<file path="config.mk">
export PLATFORM = sky130hd
export DESIGN_NAME = xor_and_direction_load_exec
export DESIGN_NICKNAME = d
export VERILOG_FILES = /design/src/hw/opcode_match.v /design/src/hw/xor_and_direction_load_exec.v
export VERILOG_INCLUDE_DIRS = /design/src /design/src/hw
export SDC_FILE = /design/constraint.sdc
export NUM_CORES = 1
export LEC_CHECK = 0
export BUFFER_PORTS_ARGS = -buffer_cell sky130_fd_sc_hd__buf_4
export CELL_PAD_IN_SITES_DETAIL_PLACEMENT = 2
export CELL_PAD_IN_SITES_GLOBAL_PLACEMENT = 2
export CORE_ASPECT_RATIO = 1.4
export CORE_MARGIN = 2
export CORE_UTILIZATION = 36
export CTS_BUF_LIST = sky130_fd_sc_hd__clkbuf_4
export DETAILED_ROUTE_END_ITERATION = 8
export PLACE_DENSITY_LB_ADDON = 0.08
export SYNTH_ARGS = -nofsm -noshare
export SYNTH_HDL_FRONTEND = slang
export SYNTH_SLANG_ARGS = --single-unit
export TNS_END_PERCENT = 100
</file>
<file path="constraint.sdc">
create_clock -name ref_clk -period 3.3 [get_ports ref_clk]
set_input_delay 0.495 -clock ref_clk [delete_from_list [all_inputs] [get_ports ref_clk]]
set_output_delay 0.495 -clock ref_clk [all_outputs]
set_load 0.01 [all_outputs]
</file>
<file path="src/hw/xor_dir_consts.vh">
// constants for the xor and direction-load execution slice
`ifndef XOR_DIR_CONSTS_VH
`define XOR_DIR_CONSTS_VH

`define INSTR_W          14
`define DATA_W           8
`define FILE_ADDR_W      7

// opcode fields
`define OPC6_MSB         13
`define OPC6_LSB         8
`define OPC_XOR_LITERAL  6'h3A
`define OPC_XOR_FILE     6'h06
`define DIR_LOAD_MSB     13
`define DIR_LOAD_LSB     3
`define OPC_DIR_LOAD     11'h00C

// operand fields
`define LIT_MSB          7
`define LIT_LSB          0
`define DEST_BIT         7
`define FILE_MSB         6
`define FILE_LSB         0
`define DIR_SEL_MSB      2
`define DIR_SEL_LSB      0

// direction register window and reset values
`define DIR_FIRST        3'h5
`define DIR_LAST         3'h7
`define DIR_COUNT        3
`define DIR_RESET        8'hFF
`define W_RESET          8'h00
`define ZERO_RESET       1'b0
`define ADDR_RESET       7'h00

// states
`define ST_IDLE          1'b0
`define ST_FETCH         1'b1

`endif

</file>
<file path="src/hw/opcode_match.v">
// instruction class decoder for the xor and direction-load slice
`timescale 1ns/1ps
`include "xor_dir_consts.vh"

module opcode_match (
  instr_word,
  is_dir_load,
  is_xor_literal,
  is_xor_file
);
  input  wire [`INSTR_W-1:0] instr_word;
  output wire                is_dir_load;
  output wire                is_xor_literal;
  output wire                is_xor_file;

  assign is_dir_load    = (instr_word[`DIR_LOAD_MSB:`DIR_LOAD_LSB] == `OPC_DIR_LOAD);
  assign is_xor_literal = (instr_word[`OPC6_MSB:`OPC6_LSB] == `OPC_XOR_LITERAL);
  assign is_xor_file    = (instr_word[`OPC6_MSB:`OPC6_LSB] == `OPC_XOR_FILE);

endmodule // opcode_match

</file>
<file path="src/hw/xor_and_direction_load_exec.v">
// execution slice for direction load, literal xor and file xor
//
// Contract
// [RULE1] direction load copies accumulator into direction register 5, 6 or 7 only.
// [RULE2] software should use ordinary register writes instead of direction load.
// [RULE3] literal xor (prefix 11 1010) xors accumulator with 8-bit literal into accumulator.
// [RULE4] file xor (prefix 00 0110) xors accumulator with file register 0..127.
// [RULE5] destination bit 0 puts result in accumulator; memory unchanged.
// [RULE6] destination bit 1 writes result to memory; accumulator unchanged.
// [RULE7] both xors update zero flag from result; direction load leaves flags.
`timescale 1ns/1ps
`include "xor_dir_consts.vh"

module xor_and_direction_load_exec #(
  parameter DATA_W      = `DATA_W,
  parameter FILE_ADDR_W = `FILE_ADDR_W,
  parameter DIR_COUNT   = `DIR_COUNT
) (
  ref_clk,
  rst_n,
  instr_valid,
  instr_word,
  instr_ready,
  acc_load,
  acc_load_data,
  file_rdata,
  file_addr,
  file_re,
  file_we,
  file_wdata,
  acc_value,
  zero_flag,
  dir_regs,
  exec_done,
  bad_operand
);
  input  wire                          ref_clk;
  input  wire                          rst_n;
  input  wire                          instr_valid;
  input  wire [`INSTR_W-1:0]           instr_word;
  output reg                           instr_ready;
  input  wire                          acc_load;
  input  wire [DATA_W-1:0]             acc_load_data;
  input  wire [DATA_W-1:0]             file_rdata;
  output reg  [FILE_ADDR_W-1:0]        file_addr;
  output reg                           file_re;
  output reg                           file_we;
  output reg  [DATA_W-1:0]             file_wdata;
  output reg  [DATA_W-1:0]             acc_value;
  output reg                           zero_flag;
  output wire [DIR_COUNT*DATA_W-1:0]   dir_regs;
  output reg                           exec_done;
  output reg                           bad_operand;

  // true when the selector names one of the writable direction registers
  function dir_sel_ok;
    input [2:0] sel;
    begin
      dir_sel_ok = (sel >= `DIR_FIRST) && (sel <= `DIR_LAST);
    end
  endfunction

  // zero test shared by both xor paths
  function is_zero;
    input [DATA_W-1:0] val;
    begin
      is_zero = (val == {DATA_W{1'b0}});
    end
  endfunction

  wire                    is_dir_load;
  wire                    is_xor_literal;
  wire                    is_xor_file;
  wire                    take;
  wire                    take_lit;
  wire                    take_file;
  wire                    take_dir;
  wire                    dir_write;
  wire [2:0]              dir_sel;
  wire [DATA_W-1:0]       lit_result;
  wire [DATA_W-1:0]       file_result;
  reg                     state_r;
  reg                     state_nxt;
  reg                     dest_r;
  reg                     dest_nxt;
  reg                     ready_nxt;
  reg  [FILE_ADDR_W-1:0]  addr_nxt;
  reg                     re_nxt;
  reg                     we_nxt;
  reg  [DATA_W-1:0]       wdata_nxt;
  reg  [DATA_W-1:0]       acc_nxt;
  reg                     zero_nxt;
  reg                     done_nxt;
  reg                     bad_nxt;
  reg  [DATA_W-1:0]       dir_r [0:DIR_COUNT-1];

  opcode_match u_decode (
    .instr_word     (instr_word),
    .is_dir_load    (is_dir_load),
    .is_xor_literal (is_xor_literal),
    .is_xor_file    (is_xor_file)
  );

  assign take        = instr_valid && instr_ready;
  assign take_lit    = take && is_xor_literal;
  assign take_file   = take && is_xor_file;
  assign take_dir    = take && is_dir_load;
  assign dir_sel     = instr_word[`DIR_SEL_MSB:`DIR_SEL_LSB];
  // the idle test repeats what ready implies; it keeps the fetch cycle write-free on its own
  assign dir_write   = take_dir && (state_r == `ST_IDLE) && dir_sel_ok(dir_sel); // [RULE1]
  assign lit_result  = acc_value ^ instr_word[`LIT_MSB:`LIT_LSB]; // [RULE3]
  assign file_result = acc_value ^ file_rdata;                   // [RULE4]

  // file xor needs one cycle for the memory read; ready drops meanwhile
  always @* begin
    state_nxt = state_r;
    dest_nxt  = dest_r;
    ready_nxt = instr_ready;
    addr_nxt  = file_addr;
    re_nxt    = 1'b0;
    we_nxt    = 1'b0;
    wdata_nxt = file_wdata;
    acc_nxt   = acc_value;
    zero_nxt  = zero_flag;
    done_nxt  = 1'b0;
    bad_nxt   = 1'b0;
    case (state_r)
      `ST_IDLE: begin
        ready_nxt = 1'b1;
        if (take_lit) begin
          acc_nxt  = lit_result;                                 // [RULE3]
          zero_nxt = is_zero(lit_result);                        // [RULE7]
          done_nxt = 1'b1;
        end else if (take_file) begin
          addr_nxt  = instr_word[`FILE_MSB:`FILE_LSB];           // [RULE4]
          dest_nxt  = instr_word[`DEST_BIT];
          re_nxt    = 1'b1;
          ready_nxt = 1'b0;
          state_nxt = `ST_FETCH;
        end else if (take_dir) begin
          // flags deliberately untouched here
          done_nxt = 1'b1;                                       // [RULE7]
          bad_nxt  = !dir_sel_ok(dir_sel);                       // [RULE1]
        end else if (acc_load) begin
          // side load from other core paths; it loses to our own instructions and is
          // ignored in the fetch cycle, so a pending file xor result always lands
          acc_nxt = acc_load_data;
        end
      end
      `ST_FETCH: begin
        zero_nxt = is_zero(file_result);                         // [RULE7]
        if (dest_r) begin
          wdata_nxt = file_result;                               // [RULE6]
          we_nxt    = 1'b1;
        end else begin
          acc_nxt   = file_result;                               // [RULE5]
        end
        done_nxt  = 1'b1;
        ready_nxt = 1'b1;
        state_nxt = `ST_IDLE;
      end
      default: begin
        state_nxt = `ST_IDLE;
        ready_nxt = 1'b0;
      end
    endcase
  end

  // control registers
  always @(posedge ref_clk or negedge rst_n) begin
    if (!rst_n) begin
      state_r     <= `ST_IDLE;
      instr_ready <= 1'b0;
      dest_r      <= 1'b0;
    end else begin
      state_r     <= state_nxt;
      instr_ready <= ready_nxt;
      dest_r      <= dest_nxt;
    end
  end

  // data path and strobe registers
  always @(posedge ref_clk or negedge rst_n) begin
    if (!rst_n) begin
      file_addr   <= `ADDR_RESET;
      file_re     <= 1'b0;
      file_we     <= 1'b0;
      file_wdata  <= `W_RESET;
      acc_value   <= `W_RESET;
      zero_flag   <= `ZERO_RESET;
      exec_done   <= 1'b0;
      bad_operand <= 1'b0;
    end else begin
      file_addr   <= addr_nxt;
      file_re     <= re_nxt;
      file_we     <= we_nxt;
      file_wdata  <= wdata_nxt;
      acc_value   <= acc_nxt;
      zero_flag   <= zero_nxt;
      exec_done   <= done_nxt;
      bad_operand <= bad_nxt;
    end
  end

  // one direction register per selector value 5..7; out-of-window selectors write nothing
  genvar gi;
  generate
    for (gi = 0; gi < DIR_COUNT; gi = gi + 1) begin : g_dir
      // selector value that addresses this register
      localparam [31:0] SEL_CODE = `DIR_FIRST + gi;
      always @(posedge ref_clk or negedge rst_n) begin
        if (!rst_n) begin
          dir_r[gi] <= `DIR_RESET;
        end else if (dir_write && (dir_sel == SEL_CODE[2:0])) begin
          dir_r[gi] <= acc_value;                                // [RULE1]
        end
      end
      assign dir_regs[gi*DATA_W +: DATA_W] = dir_r[gi];
    end
  endgenerate

  // ordinary writes to the direction registers arrive elsewhere in the core;
  // this slice only serves the legacy load path [RULE2]

endmodule // xor_and_direction_load_exec

</file>
==> Implementation_results.wiki <==
{| class="wikitable"
! Metric !! Value
|-
| Area post-placement || 3290 um2
|-
| Total nets after synthesis || 232
|-
| Critical path type || flop to flop
|-
| Total DRC errors in the routed layout || 0
|-
| Async SR Flop Fraction || 1.00
|-
| Initial core utilization || 0.370
|-
| Antenna violations before repair || 0
|-
| Cts repair resizes || 0
|-
| Vias in the first global route || 2193
|-
| H-tree lvl count || 2
|-
| Number of clock buffers inserted by TritonCTS || 5
|-
| Placed cell count || 373
|-
| Clk sink count || 54
|-
| Clock-pin slew of the registers on the worst-case setup and hold paths || 0.16 ns
|-
| Final clock period utilization by the worst path || 0.779
|-
| Buffers inserted by post-CTS timing repair || 0
|-
| Pins Over Slew Limit || 0
|-
| Number of violations reported at the end of detailed-routing iteration 0 || 57
|-
| Total of fill cells in the finished design || 733
|-
| First-pass GRT wire length || 11.7 mm
|-
| Most area-consuming cells after synthesis || dfrtp_1 29%, dfstp_2 25%, mux2_2 14%, xnor2_1 3.4%, mux2i_1 2.7%
|-
| Distinct cell type count of the synthesized netlist || 34
|-
| CTS Root Cell || clkbuf_4
|-
| Cell area after synthesis || 2570 um2
|-
| Number of enable flip-flop cells after synthesis || 0
|-
| TritonCTS clock tree || built
|-
| PortBufs || 86
|-
| Insertion delay to the later sink of the worst-skew pair || 0.38 ns
|-
| Floorplan die area || 7840 um2
|-
| Post-placement worst setup slack || 0.693 ns
|-
| Minimum setup slack in the final design || 0.731 ns
|-
| Top-area cell type share of the netlist area || 0.292
|-
| Total Negative Setup Slacks || 0 ns
|-
| Number of instances in the synthesized netlist || 198
|-
| Final global-route overflow total || 0
|-
| Final weighted congestion in routability-driven placement || 0.811
|-
| Flip-flop cell with the highest count after synthesis || dfrtp_1
|-
| Crit path cell chain || or4_1, nor4_2, and4b_1, mux2_2
|-
| Vertical die dimension || 104 um
|-
| Via count of the routed design || 1971
|-
| Fin crit period || 2.57 ns
|-
| Pin count of the biggest net entering global routing || 55
|-
| Setup-failing EPs final || 0
|-
| Final wirelength || 7.54 mm
|-
| Final hold viol count || 0
|-
| Worst hold-check path type || primary input to async pin
|-
| Flip-flop and latch area || 1380 um2
|-
| RSZ-0062 raised after global routing || false
|-
| Dpl hpwl || 5.76 mm
|-
| Share of cells above drive strength 1 || 0.545
|-
| Utilization of the core after routing || 0.486
|-
| Most common cell in the netlist || mux2_2
|-
| Total iterations of the first detailed-routing run || 4
|-
| Vias per Instance || 5.17
|-
| Slowest cell on crit path || dfrtp_1
|-
| Area Overhead vs Synth || 31.1%
|-
| Fmax || 389 MHz
|-
| Total I/O pin count || 87
|-
| Maximum fanout along the worst path || 20
|-
| Critical Path RT || 3.61 ns
|-
| Leakage power figure || 1.60 nW
|-
| Leading post-synthesis cells by instance count || 33 x mux2_2, 30 x dfrtp_1, 24 x dfstp_2
|-
| Warning count from the yosys run || 0
|-
| Area of the multi-input gates || 1100 um2
|-
| CTS Hold Bufs || 0
|-
| Drt wl/cell || 19.8 um
|-
| #FFs+latches synth || 54
|-
| Number of nets still failing antenna checks after routing || 0
|-
| Cell type with the highest aggregate area in the netlist || dfrtp_1
|-
| Worst slew margin relative to its limit || 0.536
|-
| Status || finished, final reports clean
|-
| Count of buffering cells on the critical path with inverters included || 0
|-
| Cell Pwr Density || 389 nW/um2
|-
| Average footprint of a synthesized cell || 13.0 um2
|-
| Overall power consumption || 1.31 mW
|-
| Sequential cell area fraction in the yosys report || 0.538
|-
| Fin nets || 319
|-
| Crit path launch type || flop
|-
| Slew at the pin closest to its max-slew limit || 0.695 ns
|-
| Number of maximum-capacitance constraint violations || 0
|-
| Design Area, Final || 3370 um2
|-
| Final non-filler cell total || 381
|-
| Worst Clk Skew || 0.0159 ns
|-
| Number of core rows || 36
|-
| Delay-heaviest family, CP || simple AND/OR/NAND/NOR gates
|-
| IR drop worst, VDD || 201 uV
|-
| CTS max path bufs || 2
|-
| Fin Hold WS || 0.133 ns
|-
| Type of element capturing the critical path || flop
|-
| CP max stage delay || 0.64 ns
|-
| Data arrival time of the critical path || 2.88 ns
|-
| Horizontal die dimension || 75.4 um
|-
| Antenna cells || 0
|-
| Placeable Area || 6940 um2
|-
| GRT Util Overall || 0.200
|}
-- cells in the final DEF (no fill, tap or decap) --
cell type  Yosys  final
a211oi_4       1      1
or4_4          1      1
nand3b_1       2      2
mux2_1         5      5
nand2_1        8      8
xor2_1         6      6
bufinv_16      0      1
nor2_1         6      6
o41ai_4        1      1
mux2_2        33     33
nor3_1         2      2
nand4b_1       2      2
dfrtp_1       30     30
o31ai_1        1      1
inv_1          9      9
a221o_1        1      1
nor4_2         1      1
nand3_1        4      4
o21ai_0        4      4
or4_1          2      2
mux2i_1        7      7
and2_1         4      4
and4_1         2      2
and4b_1        4      4
clkbuf_4       0      5
clkinv_2       0      2
dfstp_2       24     24
xnor2_1       10     10
or3_1          1      1
nand4_1        1      1
a311oi_1       7      7
clkinv_1       1      1
nor4_1         9      9
buf_4          0     87
a21oi_1        2      2
-- layout make-up --
type | count | area share
inverter | 10 | 0.0111
multi-input combinational | 127 | 0.327
timing repair buffer | 87 | 0.194
clock buffer | 5 | 0.0111
sequential | 54 | 0.410
tap | 95 | 0.0353
clock inverter | 3 | 0.0119
-- logic make-up (layout without fill, tap and decap cells) --
group,count (synthesis),in the layout,share of synthesized area
compound gates,17,17,0.0609
flops,54,54,0.538
xor+xnor,16,16,0.0546
buf+inv,17,105,0.0341
simple gates,49,49,0.119
mux,45,45,0.194
-- routing by layer --
layer | global-route usage | share of wire | up-vias
li1 | - | - | 892
met1 | 0.233 | 0.38 | 1021
met2 | 0.362 | 0.57 | 51
met3 | 0.0349 | 0.038 | 7
met4 | 0.0514 | 0.013 | 0
met5 | 0 | 0 | -
-- flip-flops by register name, indices dropped and copies added (netlist names) --
| signal | count |
|---|---|
| file_wdata | 8 |
| bad_operand | 1 |
| exec_done | 1 |
| zero_flag | 1 |
| acc_value | 8 |
| dest_r | 1 |
| file_re | 1 |
| instr_ready | 1 |
| dir_regs | 24 |
| file_addr | 7 |
| file_we | 1 |
-- where the power goes --
part	internal (mW)	total (mW)	leakage, nW	switching [mW]
clock network	0.158	0.368	0.0450	0.211
registers	0.692	0.733	0.622	0.0415
logic	0.107	0.209	0.931	0.103
total	0.956	1.31	1.60	0.355
-- final timing paths --
kind | from | endpoint | slack, ns | cells after the start
max in group asynchronous | rst_n | acc_value[1] | 2.70 | 1
min reg2reg | file_wdata[3] | file_wdata[3] | 0.51 | 2
max | file_re | dir_regs[10] | 0.73 | 4
min in group ref_clk | instr_word[3] | file_addr[3] | 0.37 | 2
max reg2reg | file_re | dir_regs[10] | 0.73 | 4
min | rst_n | instr_ready | 0.13 | 1
(Power assumes the default switching activity.)
